`config.mk`:
```
export PLATFORM = sky130hd
export DESIGN_NAME = dis_top
export DESIGN_NICKNAME = d
export VERILOG_FILES = /design/src/dis_pkg.sv /design/src/dis_sync_track.sv /design/src/dis_top.sv
export SDC_FILE = /design/constraint.sdc
export NUM_CORES = 1
export LEC_CHECK = 0
export ABC_AREA = 1
export BUFFER_PORTS_ARGS = -buffer_cell sky130_fd_sc_hd__buf_2
export CORE_UTILIZATION = 56
export CTS_BUF_LIST = sky130_fd_sc_hd__clkbuf_16
export DETAILED_ROUTE_END_ITERATION = 16
export GPL_ROUTABILITY_DRIVEN = 0
export GPL_TIMING_DRIVEN = 0
export PLACE_DENSITY_LB_ADDON = 0.05
export SYNTH_ARGS = -nofsm -noshare
export SYNTH_HDL_FRONTEND = slang
export SYNTH_SLANG_ARGS = --single-unit
```
`constraint.sdc`:
```
create_clock -name I_SYS_CLK -period 2.5 [get_ports I_SYS_CLK]
set_clock_uncertainty 0.1 [all_clocks]
set_input_delay 0.125 -clock I_SYS_CLK [delete_from_list [all_inputs] [get_ports I_SYS_CLK]]
set_output_delay 0.125 -clock I_SYS_CLK [all_outputs]
set_load 0.05 [all_outputs]
```
`src/dis_pkg.sv`:
```
// Purpose: shared constants for the converter interrupt-enable and sync-busy block
// Assumes: apb slave with 32-bit data, one register per aligned word
// Notes: register indices are word indices, byte address is four times the index
package dis_pkg;
	// ************************************************************
	// register indices and byte addresses
	// ************************************************************
	localparam logic [7:0] IDX_MAIN_CONTROL = 8'h00; // converter enable control
	localparam logic [7:0] IDX_IRQ_EN_CLR = 8'h04; // clear view of the enables
	localparam logic [7:0] IDX_IRQ_EN_SET = 8'h05; // set view of the enables
	localparam logic [7:0] IDX_IRQ_FLAGS = 8'h06; // sticky event flags, read clears
	localparam logic [7:0] IDX_SYNC_BUSY = 8'h07; // synchronisation busy flags
	localparam logic [7:0] IDX_SAMPLE_DATA = 8'h08; // data register
	localparam logic [7:0] IDX_SAMPLE_BUFFER = 8'h09; // data buffer register
	localparam int ADDR_W = 12; // apb address width
	localparam int IDX_LSB = 2; // word index starts above the byte bits

	// ************************************************************
	// field positions and reset values
	// ************************************************************
	localparam int BIT_UNDERRUN = 0; // underrun enable and flag
	localparam int BIT_EMPTY = 1; // buffer-empty enable and flag
	localparam int BIT_CTRL_ENABLE = 1; // converter enable in main control
	localparam int BUSY_ENABLE = 1; // busy bit for the enable write
	localparam int BUSY_DATA = 2; // busy bit for the data write
	localparam int BUSY_BUFFER = 3; // busy bit for the buffer write
	localparam int NUM_BUSY = 3; // tracked write targets
	localparam int BUSY_BASE = 1; // first busy bit position
	localparam int IRQ_W = 2; // number of interrupt sources
	localparam logic [IRQ_W-1:0] IRQ_EN_RESET = 2'h0; // enables reset value
	localparam logic [31:0] RD_ZERO = 32'h0000_0000; // reserved bits and unmapped reads
	localparam int SYNC_CYCLES_DEF = 4; // cycles to cross into the converter domain
	localparam int SAMPLE_W_DEF = 16; // converter sample width
endpackage

```
`src/dis_sync_track.sv`:
```
// Purpose: tracks one synchronised write from request to completion
// Assumes: start is a one-cycle pulse, never given while busy
// Notes: models the crossing latency into the converter clock as a fixed count
`timescale 1ns/1ps
module dis_sync_track import dis_pkg::*; #(
	parameter int SYNC_CYCLES = SYNC_CYCLES_DEF
) (
	input wire logic i_clk,
	input wire logic i_srst,
	input wire logic i_start,
	output logic o_busy,
	output logic o_done
);
	localparam int CNT_W = $clog2(SYNC_CYCLES + 1); // counter width
	localparam logic [CNT_W-1:0] CNT_LOAD = CNT_W'(SYNC_CYCLES); // reload value
	localparam logic [CNT_W-1:0] CNT_ONE = CNT_W'(1); // last count
	localparam logic [CNT_W-1:0] CNT_ZERO = CNT_W'(0); // idle count

	logic [CNT_W-1:0] cnt_reg; // cycles left in the crossing
	logic [CNT_W-1:0] cnt_next;
	logic done_reg; // completion pulse
	logic done_next;

	// ************************************************************
	// countdown: busy while the count is not zero
	// ************************************************************
	always_comb begin
		cnt_next = cnt_reg;
		if (i_start) begin
			cnt_next = CNT_LOAD; // a fresh write restarts the crossing
		end else if (cnt_reg != CNT_ZERO) begin
			cnt_next = cnt_reg - CNT_ONE;
		end
		// done stands in the last busy cycle, so the core copy lands on the edge where busy falls
		done_next = (cnt_next == CNT_ONE);
	end

	// registers only
	always_ff @(posedge i_clk) begin
		if (i_srst) begin
			cnt_reg <= CNT_ZERO;
			done_reg <= 1'b0;
		end else begin
			cnt_reg <= cnt_next;
			done_reg <= done_next;
		end
	end

	assign o_busy = (cnt_reg != CNT_ZERO);
	assign o_done = done_reg;
endmodule

```
`src/dis_top.sv`:
```
// Purpose: interrupt enables, event flags and sync-busy status of a d/a converter
// Assumes: apb master on I_SYS_CLK, events are one-cycle pulses on the same clock
// Notes: writes to a target still synchronising are refused with pslverr
`timescale 1ns/1ps
module dis_top import dis_pkg::*; #(
	parameter int SYNC_CYCLES = SYNC_CYCLES_DEF,
	parameter int SAMPLE_W = SAMPLE_W_DEF
) (
	input wire logic I_SYS_CLK,
	input wire logic I_SRST,
	input wire logic [ADDR_W-1:0] i_PADDR,
	input wire logic i_PSEL,
	input wire logic i_PENABLE,
	input wire logic i_PWRITE,
	input wire logic [31:0] i_PWDATA,
	output logic [31:0] o_PRDATA,
	output logic o_PREADY,
	output logic o_PSLVERR,
	input wire logic i_BUF_EMPTY_EVT,
	input wire logic i_UNDERRUN_EVT,
	output logic o_IRQ,
	output logic o_CONV_ENABLE,
	output logic [SAMPLE_W-1:0] o_CONV_DATA,
	output logic [SAMPLE_W-1:0] o_CONV_BUFFER
);
	// ************************************************************
	// declarations
	// ************************************************************
	logic [7:0] idx; // word index of the access
	logic setup; // setup phase of a transfer
	logic access; // completing access phase
	logic wr_fire; // accepted write takes effect
	logic rd_fire; // read completes
	logic [IRQ_W-1:0] en_reg; // shared interrupt enables
	logic [IRQ_W-1:0] en_next;
	logic [IRQ_W-1:0] flag_reg; // sticky event flags
	logic [IRQ_W-1:0] flag_next;
	logic [IRQ_W-1:0] evt; // this cycle's events
	logic ctrl_en_reg; // bus-side converter enable
	logic ctrl_en_next;
	logic [SAMPLE_W-1:0] data_reg; // bus-side data register
	logic [SAMPLE_W-1:0] data_next;
	logic [SAMPLE_W-1:0] buf_reg; // bus-side buffer register
	logic [SAMPLE_W-1:0] buf_next;
	logic core_en_reg; // converter-side enable
	logic core_en_next;
	logic [SAMPLE_W-1:0] core_data_reg; // converter-side data
	logic [SAMPLE_W-1:0] core_data_next;
	logic [SAMPLE_W-1:0] core_buf_reg; // converter-side buffer
	logic [SAMPLE_W-1:0] core_buf_next;
	logic [31:0] rdata_reg; // read data captured in setup
	logic [31:0] rdata_next;
	logic err_reg; // error decided in setup
	logic err_next;
	logic [31:0] rd_mux; // read data selection
	logic mapped; // index hits a register
	logic [NUM_BUSY-1:0] start; // write starts a crossing
	logic [NUM_BUSY-1:0] busy; // crossing in progress
	logic [NUM_BUSY-1:0] done; // crossing finished
	logic [NUM_BUSY-1:0] hit; // access targets a synchronised register
	logic [31:0] busy_word; // busy flags at their bit positions

	// ************************************************************
	// apb decode
	// ************************************************************
	assign idx = i_PADDR[IDX_LSB +: 8];
	assign setup = i_PSEL & ~i_PENABLE;
	assign o_PREADY = i_PSEL & i_PENABLE; // zero wait states
	assign access = o_PREADY;
	assign wr_fire = access & i_PWRITE & ~err_reg;
	assign rd_fire = access & ~i_PWRITE & ~err_reg;
	assign o_PSLVERR = access & err_reg;
	assign o_PRDATA = rdata_reg;

	// which synchronised register an access points at
	assign hit[BUSY_ENABLE - BUSY_BASE] = (idx == IDX_MAIN_CONTROL);
	assign hit[BUSY_DATA - BUSY_BASE] = (idx == IDX_SAMPLE_DATA);
	assign hit[BUSY_BUFFER - BUSY_BASE] = (idx == IDX_SAMPLE_BUFFER);

	// ************************************************************
	// one crossing tracker per synchronised register
	// ************************************************************
	genvar g;
	generate
		for (g = 0; g < NUM_BUSY; g++) begin : g_sync
			assign start[g] = wr_fire & hit[g];
			assign busy_word[BUSY_BASE + g] = busy[g];
			dis_sync_track #(
				.SYNC_CYCLES(SYNC_CYCLES)
			) u_track (
				.i_clk(I_SYS_CLK),
				.i_srst(I_SRST),
				.i_start(start[g]),
				.o_busy(busy[g]),
				.o_done(done[g])
			);
		end
	endgenerate
	assign busy_word[BUSY_BASE-1:0] = '0; // unused low bit reads zero
	assign busy_word[31:BUSY_BASE+NUM_BUSY] = '0; // reserved bits read zero

	// ************************************************************
	// read mux and error decision, taken in the setup cycle
	// ************************************************************
	always_comb begin
		rd_mux = RD_ZERO;
		mapped = 1'b1;
		unique case (idx)
			IDX_MAIN_CONTROL: rd_mux[BIT_CTRL_ENABLE] = ctrl_en_reg;
			IDX_IRQ_EN_CLR: rd_mux[IRQ_W-1:0] = en_reg;
			IDX_IRQ_EN_SET: rd_mux[IRQ_W-1:0] = en_reg;
			IDX_IRQ_FLAGS: rd_mux[IRQ_W-1:0] = flag_reg;
			IDX_SYNC_BUSY: rd_mux = busy_word;
			IDX_SAMPLE_DATA: rd_mux[SAMPLE_W-1:0] = data_reg;
			IDX_SAMPLE_BUFFER: rd_mux[SAMPLE_W-1:0] = buf_reg;
			default: mapped = 1'b0; // unmapped reads zero with an error
		endcase
	end

	// a write to a target still crossing would be lost halfway, so it is refused
	always_comb begin
		rdata_next = rdata_reg;
		err_next = err_reg;
		if (setup) begin
			rdata_next = i_PWRITE ? RD_ZERO : rd_mux;
			err_next = ~mapped | (i_PWRITE & |(hit & busy));
		end
	end

	// registers for the setup-cycle decision
	always_ff @(posedge I_SYS_CLK) begin
		if (I_SRST) begin
			rdata_reg <= RD_ZERO;
			err_reg <= 1'b0;
		end else begin
			rdata_reg <= rdata_next;
			err_reg <= err_next;
		end
	end

	// ************************************************************
	// interrupt enables: set view and clear view on one state
	// ************************************************************
	// next enables from set-view and clear-view writes
	always_comb begin
		en_next = en_reg;
		if (wr_fire && idx == IDX_IRQ_EN_SET) begin
			en_next = en_reg | i_PWDATA[IRQ_W-1:0];
		end else if (wr_fire && idx == IDX_IRQ_EN_CLR) begin
			en_next = en_reg & ~i_PWDATA[IRQ_W-1:0];
		end
	end

	// one enable state behind both views
	always_ff @(posedge I_SYS_CLK) begin
		if (I_SRST) begin
			en_reg <= IRQ_EN_RESET;
		end else begin
			en_reg <= en_next;
		end
	end

	// ************************************************************
	// sticky flags: a read clears only the bits it returned
	// ************************************************************
	assign evt[BIT_EMPTY] = i_BUF_EMPTY_EVT;
	assign evt[BIT_UNDERRUN] = i_UNDERRUN_EVT;

	// read-clear first, then events, so an event on the clear edge is kept
	always_comb begin
		flag_next = flag_reg;
		if (rd_fire && idx == IDX_IRQ_FLAGS) begin
			flag_next = flag_reg & ~rdata_reg[IRQ_W-1:0];
		end
		flag_next = flag_next | evt; // a new event beats the clear
	end

	// sticky flag registers
	always_ff @(posedge I_SYS_CLK) begin
		if (I_SRST) begin
			flag_reg <= '0;
		end else begin
			flag_reg <= flag_next;
		end
	end

	assign o_IRQ = |(flag_reg & en_reg);

	// ************************************************************
	// bus-side copies of the synchronised registers
	// ************************************************************
	always_comb begin
		ctrl_en_next = ctrl_en_reg;
		data_next = data_reg;
		buf_next = buf_reg;
		if (wr_fire) begin
			if (idx == IDX_MAIN_CONTROL) begin
				ctrl_en_next = i_PWDATA[BIT_CTRL_ENABLE];
			end
			if (idx == IDX_SAMPLE_DATA) begin
				data_next = i_PWDATA[SAMPLE_W-1:0];
			end
			if (idx == IDX_SAMPLE_BUFFER) begin
				buf_next = i_PWDATA[SAMPLE_W-1:0];
			end
		end
	end

	// ************************************************************
	// converter-side values, taken when each crossing completes
	// ************************************************************
	always_comb begin
		core_en_next = core_en_reg;
		core_data_next = core_data_reg;
		core_buf_next = core_buf_reg;
		if (done[BUSY_ENABLE - BUSY_BASE]) begin
			core_en_next = ctrl_en_reg;
		end
		if (done[BUSY_DATA - BUSY_BASE]) begin
			core_data_next = data_reg;
		end
		if (done[BUSY_BUFFER - BUSY_BASE]) begin
			core_buf_next = buf_reg;
		end
	end

	// bus-side and converter-side copies registered together
	always_ff @(posedge I_SYS_CLK) begin
		if (I_SRST) begin
			ctrl_en_reg <= 1'b0;
			data_reg <= '0;
			buf_reg <= '0;
			core_en_reg <= 1'b0;
			core_data_reg <= '0;
			core_buf_reg <= '0;
		end else begin
			ctrl_en_reg <= ctrl_en_next;
			data_reg <= data_next;
			buf_reg <= buf_next;
			core_en_reg <= core_en_next;
			core_data_reg <= core_data_next;
			core_buf_reg <= core_buf_next;
		end
	end

	assign o_CONV_ENABLE = core_en_reg;
	assign o_CONV_DATA = core_data_reg;
	assign o_CONV_BUFFER = core_buf_reg;
endmodule

```
# Yosys cells after proc, flatten, opt, wreduce, memory -nomap -nowiden
# Cells that the tools add are included.
# W data, S select, Z words.
dict set report classes {
  n_mux 14
  addsub 3
  reduce_logical 15
  eq_ne 9
  n_bitwise 24
}
# operator n
set op_table {}
lappend op_table {{$pmux W14 S3} 1}
lappend op_table {{$eq A8 B3 Y1 const B} 4}
lappend op_table {{$mux W3} 6}
lappend op_table {{$eq A8 B4 Y1 const B} 2}
lappend op_table {{$mux W16} 1}
lappend op_table {{$and A1 B1 Y1} 11}
lappend op_table {{$eq A3 B1 Y1 const B} 3}
lappend op_table {{$reduce_bool A3 Y1} 3}
lappend op_table {{$sub A3 B1 Y3 const B} 3}
lappend op_table {{$logic_not A8 Y1} 1}
lappend op_table {{$reduce_or A7 Y1} 1}
lappend op_table {{$and A2 B2 Y2} 3}
lappend op_table {{$mux W2} 3}
lappend op_table {{$pmux W1 S6} 1}
lappend op_table {{$reduce_and A2 Y1} 3}
lappend op_table {{$not A1 Y1} 4}
lappend op_table {{$not A2 Y2} 2}
lappend op_table {{$or A2 B2 Y2} 2}
lappend op_table {{$pmux W1 S4} 1}
lappend op_table {{$reduce_or A2 Y1} 2}
lappend op_table {{$and A3 B3 Y3} 1}
lappend op_table {{$logic_and A1 B1 Y1} 3}
lappend op_table {{$reduce_or A3 Y1} 1}
lappend op_table {{$reduce_bool A2 Y1} 1}
lappend op_table {{other kinds (2)} 2}
dict set report totals {
  word_cells 81
  out_inout_bits 68
  inputBits 51
  register_bits 115
}

# Longest topological paths before layout
# Gate-level depths: netlist of run 1.
dict set report logic_depth {
  word_depth 6
  ltp_mapped 10
  depth_no_buf 9
}

# By module
# A second synthesis of run 1 with hierarchy kept.
dict set report unflattened {
  hier_cells 584
  area_unflattened_um2 4365.4
}
# module area_per_inst_um2 n_inst cells_per_inst seq_area_each_um2
set by_module_without_submodules {}
lappend by_module_without_submodules {dis_top 3746.1 1 497 1741.7}
lappend by_module_without_submodules {dis_sync_track 206.4 3 29 80.1}

# Worst setup path before layout of run 1
# Ideal clock, no wire load.
dict set report synth_path {
  path_kind {register -> output}
  from {register with a tool-made name}
  to {output port o_IRQ}
  setup_slack_ns 0.825
  required_time_ns 2.275
  stages_incl_launch_ff 3
  arrival_ns 1.450
  n_path_buf 0
  path_cell_list {dfxtp_1 inv_1 o21ai_0}
}
# element line_no
set synth_lines {}
lappend synth_lines {{end, declared} dis_top.sv:21} ;# output logic o_IRQ,

# Final worst setup path of run 1
dict set report layout_path {
  from {register g_sync[1].u_track.cnt_reg[0]}
  to {register g_sync[1].u_track.done_reg}
}
dict set report layout_via {
  elab_chain_cells 4
  elab_cells_between_ends 5
}
# element line_no
set layout_rtl {}
lappend layout_rtl {{start, declared} dis_sync_track.sv:19} ;# logic [CNT_W-1:0] cnt_reg;
lappend layout_rtl {{start signal, assigned} dis_sync_track.sv:44} ;# cnt_reg <= cnt_next;
lappend layout_rtl {{$sub A3 B1 Y3 or $reduce_bool A3 Y1 (tied branches)} {dis_sync_track.sv:32, dis_sync_track.sv:31}}
lappend layout_rtl {{$mux W3 *} dis_sync_track.sv:31} ;# end else if (cnt_reg != CNT_ZERO) begin
lappend layout_rtl {{$mux W3 *} dis_sync_track.sv:29} ;# if (i_start) begin
lappend layout_rtl {{$eq A3 B1 Y1 *} dis_sync_track.sv:35} ;# done_next = (cnt_next == CNT_ONE);
lappend layout_rtl {{end signal, assigned} dis_sync_track.sv:45} ;# done_reg <= done_next;
lappend layout_rtl {{end, declared} dis_sync_track.sv:21} ;# logic done_reg;
# Every way passes the cells marked *; elsewhere a longest branch is shown, timed or not.
# A chain may end at the register's enable or synchronous reset.

==> results of run 1 <==
==> layout by cell type, fill, tap and decap left out, types with 6 or more instances in the layout <==
master / count
dfxtp_1: 99
buf_2: 83
o21ai_0: 79
a21oi_1: 76
nor2_1: 67
inv_1: 61
nand2_1: 57
nand3_1: 23
buf_4: 19
dlygate4sd3_1: 18
clkbuf_1: 17
conb_1: 16
o21ai_1: 14
clkbuf_16: 9
inv_2: 6
ha_1: 6
==> power by group through the flow <==
stage                     clock network [mW]  logic [mW]  registers [mW]
after floorplan                            0       0.694            2.32
after global placement                     0        1.37            1.93
after detailed placement                   0        1.41            1.93
after CTS                               1.51        1.44            1.90
after global routing                    1.58        1.59            1.93
final                                   1.50        1.45            1.90
==> worst register-to-register path, delay by kind of cell, from the launching register on <==
family | cells | cell delay [ns]
compound gates | 2 | 0.29
fa+ha+maj | 1 | 0.14
buf+inv | 3 | 0.25
flops | 1 | 0.33
simple gates | 2 | 0.58
==> metal layers <==
layer  part of all wire  vias up  GRT usage  wire, µm
met1               0.48     1821      0.389      5100
met2               0.45      123      0.453      4730
li1                   -     2020          -         -
met3              0.055       17     0.0373       579
met5                  0        -          0         0
met4              0.017        0      0.107       183
==> how the worst max path moves through the flow <==
stage,from,endpoint,slack (ns),cells after the start
after global placement,g_sync[1].u_track.cnt_reg[0],g_sync[1].u_track.o_done,0.91,8
after global routing,g_sync[1].u_track.cnt_reg[0],g_sync[1].u_track.o_done,0.53,8
after CTS,g_sync[1].u_track.cnt_reg[0],g_sync[1].u_track.o_done,0.79,8
after detailed placement,g_sync[1].u_track.cnt_reg[0],g_sync[1].u_track.o_done,0.80,8
final,g_sync[1].u_track.cnt_reg[0],g_sync[1].u_track.o_done,0.72,8
after floorplan,flip-flop,o_IRQ,0.83,2
==> through the flow <==
step	util	setup slack, ns
finish	0.728	0.718
detailed placement	0.658	0.803
global placement	0.658	0.914
CTS	0.728	0.786
floorplan	-	0.825
global route	0.728	0.530
==> cell type report <==
| cell class | instances | area [µm²] |
|---|---|---|
| repair buffers | 99 | 586 |
| flip-flops and latches | 99 | 1980 |
| inverters | 66 | 248 |
| clock inverters | 7 | 100 |
| multi-input cells | 360 | 1740 |
| plain buffers | 43 | 273 |
| clock buffers | 9 | 225 |
| fillers | 615 | 1970 |
| well taps | 99 | 124 |
==> repair_timing <==
| action | 4_1_cts | 5_1_grt |
|---|---|---|
| gates resized for setup | 0 | 0 |
| hold endpoints to repair | 30 | 0 |
| hold buffers | 18 | 0 |
==> cells by family (layout without fill, tap and decap cells) <==
kind of cell,after synthesis,after routing,share of synthesized area
buf+inv,109,224,0.124
compound gates,174,174,0.212
flops,99,99,0.473
simple gates,163,163,0.170
fa+ha+maj,6,6,0.0179
xor+xnor,1,1,0.00209
other cells,1,16,0.000895
==> impl_metrics.py, run 1 <==
metrics = {
    "clock_network": {
        "post_cts_buffers": 0,
        "cts_tree": "yes",
        "cts-root-buf": "clkbuf_16",
        "htreeDepth": 3,
        "numCtsBuffers": 9,
        "clkTransAtPathRegs_ns": 0.07,
        "clk_latency_ns": 0.34,
        "clock_path_buffers": 2,
        "clock-sinks": 99,
    },
    "worst_hold_path": {
        "hold_path_depth": 3,
        "min-delay-start": "i_PWDATA[6]",
        "min_to": "buf_reg[6]",
        "min_path_type": "in -> reg",
    },
    "sta": {
        "slew_headroom": 0.622,
        "post-route-period-util": 0.713,
        "finalSetupViolCount": 0,
        "min_period_ns": 1.78,
        "max_freq_mhz": 561,
        "slew_viol_final": 0,
        "rsz0062_at_grt": "false",
        "hold_viol": 0,
        "worst_pin_slew_ns": 0.567,
        "hold_slack_ns": 0.0252,
        "tns_ns": 0,
    },
    "global_routing": {
        "grt_pass1_vias": 3481,
        "grt_max_degree": 18,
        "grt_pass1_wl_um": 16700,
        "overflow": 0,
        "antenna_found_initial": 0,
        "track_usage": 0.282,
    },
    "synthesis": {
        "ys_warn_count": 0,
        "netlist_instances": 553,
        "synth-main-ff-cell": "dfxtp_1",
        "synth-seq-cells": 99,
        "syn_area_per_cell_um2": 7.58,
        "synth_common_cells": "99 x dfxtp_1, 79 x o21ai_0, 76 x a21oi_1",
        "synth_edf_count": 0,
        "async_reset_ff_frac": 0,
        "syn_area_um2": 4190,
        "ys_types": 26,
        "synth.top_cell.area_share": 0.473,
        "synth_area_leaders": "dfxtp_1 47%, o21ai_0 9.4%, a21oi_1 9.1%",
        "synth.yosys.seq_area_share": 0.473,
        "synth_top_cell_by_area": "dfxtp_1",
        "synth_most_common_cell": "dfxtp_1",
    },
    "critical_path": {
        "cp_common_cell": "inv_1",
        "r2r_slack_ns": 0.72,
        "rr_worst_depth": 8,
        "cp_top_family": "simple AND/OR/NAND/NOR gates",
        "slowest_stage": "nor2_1",
        "critPathMaxStageDelay_ns": 0.36,
        "critical_path_arrival_ns": 1.92,
        "rr_endpoint": "g_sync[1].u_track.o_done",
        "crit_path_start_kind": "flip-flop",
        "path_cells": "inv_1 -> ha_1 -> inv_1 -> nor2_1 -> inv_1 -> a21oi_1 -> o21ai_0 -> nor4_1",
        "end_kind": "flip-flop",
        "cp_max_fo": 5,
        "crit_required_ns": 2.64,
        "path_buf_inv": 3,
        "timing.rr.start": "g_sync[1].u_track.cnt_reg[0]",
        "worstSetupPathType": "reg -> reg",
    },
    "route": {
        "routedWlPerCell_um": 13.5,
        "via_per_inst": 5.09,
        "ant_nets": 0,
        "drt-pass1-iter-count": 5,
        "initialDrtViolationCount": 226,
        "drcViolationCount": 0,
        "drt-total-wl_um": 10600,
        "num_vias": 3981,
    },
    "run": {
        "max-cap-violations": 0,
    },
    "place": {
        "dpl-instance-area_um2": 4780,
        "dp_hpwl_um": 7760,
        "io_buffer_count": 81,
        "numPlacedInstances": 748,
    },
    "pwr": {
        "combPwrFrac": 0.299,
        "seq_power_share": 0.392,
        "ir_drop_mv": 0.582,
        "power.internal_mw": 3.07,
        "power_mw": 4.86,
        "p_clk_frac": 0.309,
        "swShare": 0.368,
        "p_sw_mw": 1.79,
        "pwr_density_cell_nw_per_um2": 920,
        "p_leak_nw": 2.44,
    },
    "final_layout": {
        "num_antenna_cells": 0,
        "fin_area_um2": 5280,
        "fin_nets": 735,
        "fin_cells": 782,
        "synthToLayoutAreaGrowth_pct": 26.0,
        "drive_above_1_share": 0.206,
    },
    "floorplanning": {
        "dieArea_um2": 7830,
        "core_um2": 7250,
        "dieWidth_um": 88.5,
        "rows": 31,
        "die_h_um": 88.5,
        "io_pins": 119,
        "initial_core_util": 0.578,
    },
    "outcome": {
        "status": "complete, no violations",
    },
}
No activity file was read; power rests on OpenSTA's default activity.
==> run 2, diff against run 1 <==
--- a/config.mk
+++ b/config.mk
@@ -5,9 +5,9 @@
 export SDC_FILE = /design/constraint.sdc
 export NUM_CORES = 1
 export LEC_CHECK = 0
-export ABC_AREA = 1
+export ABC_AREA = 0
 export BUFFER_PORTS_ARGS = -buffer_cell sky130_fd_sc_hd__buf_2
-export CORE_UTILIZATION = 56
+export CORE_UTILIZATION = 52
 export CTS_BUF_LIST = sky130_fd_sc_hd__clkbuf_16
 export DETAILED_ROUTE_END_ITERATION = 16
 export GPL_ROUTABILITY_DRIVEN = 0
==> constraint.sdc (replaced) <==
create_clock -name I_SYS_CLK -period 1.7 [get_ports I_SYS_CLK]
set_clock_uncertainty 0.1 [all_clocks]
set_input_delay 0.085 -clock I_SYS_CLK [delete_from_list [all_inputs] [get_ports I_SYS_CLK]]
set_output_delay 0.085 -clock I_SYS_CLK [all_outputs]
set_load 0.05 [all_outputs]
==> run 2 against run 1 <==
Net effect: the run now ends with setup timing left; cell area up 9.3%; core utilization up 0.35 points; final cell count down 11%; highest routed layer unchanged; critical endpoint is now buf_reg[11].
==> impl_metrics.py, run 2 <==
metrics = {
    "outcome": {
        "status": "finished with violations",
        "failed_checks": "setup timing",
    },
    "place": {
        "io_buffer_count": 80,
        "pre_cts_ws_ns": -0.451,
        "numPlacedInstances": 651,
        "dpl-instance-area_um2": 4960,
        "dp_hpwl_um": 7380,
    },
    "critical_path": {
        "crit_path_start_kind": "flip-flop",
        "cp_common_cell": "buf_12",
        "cp_max_fo": 5,
        "crit_required_ns": 1.81,
        "worstSetupPathType": "reg -> reg",
        "end_kind": "flip-flop",
        "critical_path_arrival_ns": 1.90,
        "path_cells": "nand4b_1 -> or4_4 -> buf_12 -> buf_12 -> mux2i_1 -> nor2_1",
        "critPathMaxStageDelay_ns": 0.53,
        "slowest_stage": "or4_4",
    },
    "synthesis": {
        "synth_area_leaders": "dfxtp_1 46%, mux2i_1 12%, nor2_1 6.2%",
        "synth_edf_count": 0,
        "syn_area_per_cell_um2": 9.54,
        "syn_area_um2": 4330,
        "synth.top_cell.area_share": 0.457,
        "netlist_instances": 454,
        "async_reset_ff_frac": 0,
        "synth-main-ff-cell": "dfxtp_1",
        "synth_most_common_cell": "dfxtp_1",
        "ys_types": 50,
        "synth_common_cells": "99 x dfxtp_1, 72 x nor2_1, 52 x mux2i_1",
        "synth.yosys.seq_area_share": 0.457,
        "synth_top_cell_by_area": "dfxtp_1",
        "synth-seq-cells": 99,
        "ys_warn_count": 0,
    },
    "final_layout": {
        "fin_area_um2": 5770,
        "num_antenna_cells": 0,
        "layout_common_cells": "98 x dfxtp_1, 82 x buf_2, 72 x nor2_1",
        "fill_cells": 601,
        "fin_cells": 697,
        "final_common_cell": "dfxtp_1",
        "synthToLayoutAreaGrowth_pct": 33.2,
        "utilization": 0.732,
        "drive_above_1_share": 0.334,
        "fin_nets": 647,
    },
    "pwr": {
        "seq_power_share": 0.419,
        "p_clk_frac": 0.364,
        "swShare": 0.288,
        "pwr_density_cell_nw_per_um2": 1050,
        "power_mw": 6.08,
        "power.internal_mw": 4.33,
        "p_leak_nw": 2.57,
        "p_sw_mw": 1.75,
        "combPwrFrac": 0.217,
        "ir_drop_mv": 0.609,
    },
    "clock_network": {
        "htreeDepth": 3,
        "clock-sinks": 99,
        "clkTransAtPathRegs_ns": 0.07,
        "cts-root-buf": "clkbuf_16",
        "clock_path_buffers": 2,
        "cts_tree": "yes",
        "numCtsBuffers": 9,
        "clk_latency_ns": 0.34,
    },
    "route": {
        "drt-total-wl_um": 11000,
        "routedWlPerCell_um": 15.8,
        "via_per_inst": 5.28,
        "num_vias": 3679,
        "drcViolationCount": 0,
        "ant_nets": 0,
        "drt-pass1-iter-count": 4,
        "initialDrtViolationCount": 180,
    },
    "sta": {
        "post-route-period-util": 1.05,
        "min_period_ns": 1.79,
        "max_freq_mhz": 558,
        "slew_viol_final": 0,
        "finalSetupViolCount": 37,
        "worst_pin_slew_ns": 0.838,
        "hold_viol": 0,
        "tns_ns": -1.89,
        "hold_slack_ns": 0.0587,
        "slew_headroom": 0.441,
        "rsz0062_at_grt": "true",
        "setup_slack_ns": -0.0911,
    },
    "global_routing": {
        "antenna_found_initial": 0,
        "overflow": 0,
        "track_usage": 0.268,
        "grt_pass1_wl_um": 17800,
        "grt_max_degree": 18,
        "grt_pass1_vias": 3613,
    },
    "floorplanning": {
        "initial_core_util": 0.549,
        "io_pins": 119,
        "rows": 32,
        "die_h_um": 93.3,
        "dieArea_um2": 8700,
        "core_um2": 7890,
        "dieWidth_um": 93.3,
    },
    "worst_hold_path": {
        "min_path_type": "in -> reg",
    },
    "run": {
        "max-cap-violations": 0,
    },
}
-- run 2: cell types whose count changed after synthesis, sizes merged, moves of 4 or more --
cell,previous run,this run
a21oi,76,29
o21ai,93,8
nor3,4,8
o22ai,4,0
nor2b,0,7
nand2,62,36
a22oi,0,13
nor4,1,6
nand2b,0,4
nand3,23,4
inv,66,10
mux2i,0,52
and3,0,4
mux2,0,15
-- run 2: cell type report --
class / count / area (µm²) / area share
repair buffers: 113 / 781 / 0.135
multi-input cells: 316 / 2220 / 0.385
flip-flops and latches: 99 / 1980 / 0.344
clock buffers: 9 / 225 / 0.0390
plain buffers: 41 / 293 / 0.0507
clock inverters: 7 / 100 / 0.0173
well taps: 102 / 128 / 0.0221
inverters: 10 / 37.5 / 0.00650
-- run 2: cells by family after synthesis --
| kind of cell | after synthesis | synth area share |
|---|---|---|
| xor gates and xnor gates | 3 | 0.00607 |
| AOI/OAI and AO/OA | 69 | 0.110 |
| adders and majority gates | 6 | 0.0173 |
| other | 1 | 0.000865 |
| and+or+nand+nor | 155 | 0.173 |
| muxes | 67 | 0.159 |
| buffers and inverters | 54 | 0.0765 |
| DFF | 99 | 0.457 |
-- run 2: path summary, 6_finish.rpt --
check	startpoint	endpoint	slack, ns	cells after the start
worst max register to register	err_reg	buf_reg[11]	-0.09	6
worst min-delay path	i_PENABLE	err_reg	0.06	3
worst min register to register	data_reg[8]	data_reg[8]	0.38	2
worst max-delay path	err_reg	buf_reg[11]	-0.09	6
-- run 2: worst max-delay path, delay by kind of cell (launching register included) --
kind | cells | cell delay [ns]
buffers and inverters | 2 | 0.29
flip-flops | 1 | 0.32
multiplexers | 1 | 0.15
AND/OR/NAND/NOR | 3 | 0.79
-- run 2: routing by layer --
| metal | wire [µm] | track usage | part of all wire |
|---|---|---|---|
| met5 | 0 | 0 | 0 |
| met3 | 576 | 0.0545 | 0.052 |
| met4 | 214 | 0.0936 | 0.019 |
| met1 | 4820 | 0.338 | 0.44 |
| met2 | 5430 | 0.456 | 0.49 |
-- run 2: what timing repair did --
item | in CTS | in global routing
endpoints found under the hold margin | 37 | 0
buffers inserted | 13 | 1
gates resized for setup | 30 | 9
hold buffers | 18 | 0
setup endpoints to repair | 70 | 60
pin swaps | 12 | 9
gates cloned | 1 | 0
-- run 2: power groups by stage --
stage | sequential [mW] | combinational (mW) | clock, mW
after CTS | 2.52 | 1.30 | 2.23
after global placement | 2.55 | 1.17 | 0
after global routing | 2.57 | 1.45 | 2.33
after floorplan | 2.54 | 0.962 | 0
final | 2.55 | 1.32 | 2.22
after detailed placement | 2.56 | 1.20 | 0
==> run 3, diff against run 2 <==
--- a/config.mk
+++ b/config.mk
@@ -13,6 +13,8 @@
 export GPL_ROUTABILITY_DRIVEN = 0
 export GPL_TIMING_DRIVEN = 0
 export PLACE_DENSITY_LB_ADDON = 0.05
+export SLEW_MARGIN = 5
 export SYNTH_ARGS = -nofsm -noshare
 export SYNTH_HDL_FRONTEND = slang
 export SYNTH_SLANG_ARGS = --single-unit
+export TNS_END_PERCENT = 1
==> run 3 against run 2 <==
Net effect: the flow still finishes with violations (setup timing); maximum frequency down 4.3%; register-to-register slack worse by 0.07 ns; die area is the same; setup slack worse by 0.080 ns; non-clock buffer count fell by 5; clock-buffer cell count did not move; clock power is 12% lower; critical path type is now in -> reg.
==> impl_metrics.py, run 3 (same netlist as run 2, synthesis figures left out) <==
metrics = {
    "run": {
        "max-cap-violations": 0,
    },
    "critical_path": {
        "worstSetupPathType": "in -> reg",
        "end_kind": "flip-flop",
        "slowest_stage": "or4_4",
        "critical_path_arrival_ns": 2.04,
        "cp_top_family": "simple AND/OR/NAND/NOR gates",
        "crit_required_ns": 1.87,
        "path_buf_inv": 3,
        "path_cells": "buf_2 -> or4_4 -> buf_6 -> nor4_1 -> buf_2 -> a22oi_1 -> nor2_1",
        "cp_max_fo": 10,
        "critPathMaxStageDelay_ns": 0.54,
        "cp_common_cell": "buf_2",
        "crit_path_start_kind": "primary input",
    },
    "sta": {
        "hold_slack_ns": 0.0496,
        "min_period_ns": 1.87,
        "post-route-period-util": 1.10,
        "hold_viol": 0,
        "setup_slack_ns": -0.171,
        "rsz0062_at_grt": "true",
        "finalSetupViolCount": 38,
        "slew_headroom": 0.474,
        "slew_viol_final": 0,
        "worst_pin_slew_ns": 0.789,
        "max_freq_mhz": 535,
    },
    "floorplanning": {
        "die_h_um": 93.3,
        "initial_core_util": 0.549,
        "dieArea_um2": 8700,
        "dieWidth_um": 93.3,
        "core_um2": 7890,
        "io_pins": 119,
        "rows": 32,
    },
    "global_routing": {
        "grt_max_degree": 19,
        "track_usage": 0.260,
        "grt_pass1_wl_um": 17200,
        "overflow": 0,
        "antenna_found_initial": 0,
        "grt_pass1_vias": 3458,
    },
    "worst_hold_path": {
        "min_path_type": "in -> reg",
    },
    "final_layout": {
        "num_antenna_cells": 0,
        "fin_cells": 692,
        "fill_cells": 661,
        "fin_nets": 642,
        "layout_common_cells": "98 x dfxtp_1, 82 x buf_2, 72 x nor2_1",
        "final_common_cell": "dfxtp_1",
        "drive_above_1_share": 0.302,
        "synthToLayoutAreaGrowth_pct": 27.7,
    },
    "route": {
        "initialDrtViolationCount": 222,
        "drt-total-wl_um": 10800,
        "routedWlPerCell_um": 15.6,
        "drt-pass1-iter-count": 5,
        "ant_nets": 0,
        "via_per_inst": 5.31,
        "drcViolationCount": 0,
        "num_vias": 3677,
    },
    "clock_network": {
        "cts_tree": "yes",
        "clk_latency_ns": 0.34,
        "cts-root-buf": "clkbuf_16",
        "htreeDepth": 3,
        "clkTransAtPathRegs_ns": 0.07,
        "clock-sinks": 99,
        "clock_path_buffers": 2,
        "numCtsBuffers": 9,
    },
    "place": {
        "numPlacedInstances": 651,
        "dp_hpwl_um": 7570,
        "io_buffer_count": 80,
        "pre_cts_ws_ns": -0.442,
    },
    "outcome": {
        "status": "finished with violations",
        "failed_checks": "setup timing",
    },
    "pwr": {
        "p_leak_nw": 2.48,
        "power_mw": 5.79,
        "ir_drop_mv": 0.666,
        "pwr_density_cell_nw_per_um2": 1050,
    },
}
==> run 3: worst register-to-register path: cells and delay by family, from the launching register on <==
kind                   cells  cell delay (ns)
DFF                        1             0.32
and+or+nand+nor            3             0.72
buffers and inverters      3             0.45
muxes                      1             0.13
==> run 3: worst paths after layout <==
path / start / endpoint / slack, ns / depth (start not counted)
min reg2reg: data_reg[6] / data_reg[6] / 0.37 / 2
max reg2reg: err_reg / buf_reg[4] / -0.16 / 7
min: i_PWRITE / o_PRDATA[1] / 0.05 / 4
max: i_PADDR[7] / o_PRDATA[8] / -0.17 / 7
==> run 3: repair_timing <==
item                                   4_1_cts  5_1_grt
pin swaps                                    1        1
setup endpoints to repair                   70       53
cloned                                       0        0
endpoints found under the hold margin       37        0
buffers inserted                             3        4
gates resized for setup                     11        8
hold buffers                                18        0
==> run 3: where the power goes <==
group | total, mW | internal, mW | switching, mW
Combinational | 1.32 | 0.567 | 0.756
Sequential | 2.51 | 2.44 | 0.0736
Clock | 1.96 | 1.02 | 0.940
==> run 3: routing by layer <==
| metal | wire [µm] | track usage |
|---|---|---|
| met5 | 0 | 0 |
| met2 | 5000 | 0.430 |
| met4 | 159 | 0.0885 |
| met1 | 4970 | 0.348 |
| met3 | 659 | 0.0374 |
==> run 3: area by class of cell <==
type                            instances  area, µm²  area share
Clock inverter                          7       65.1      0.0118
Buffer                                 44        314      0.0568
Multi-Input combinational cell        316       2140       0.387
Clock buffer                            9        225      0.0407
Timing Repair Buffer                  105        637       0.115
Sequential cell                        99       1980       0.358
Inverter                               10       37.5     0.00678
Tap cell                              102        128      0.0231
==> run 3: through the flow <==
stage / setup TNS, ns / area (µm²) / util
6_report: -4.60 / 5530 / 0.701
5_1_grt: -7.58 / 5530 / 0.701
4_1_cts: -4.29 / 5470 / 0.693
3_5_place_dp: -22.22 / 4950 / 0.627
3_3_place_gp: -20.22 / 4950 / 0.627
2_1_floorplan: -2.02 / 4420 / -
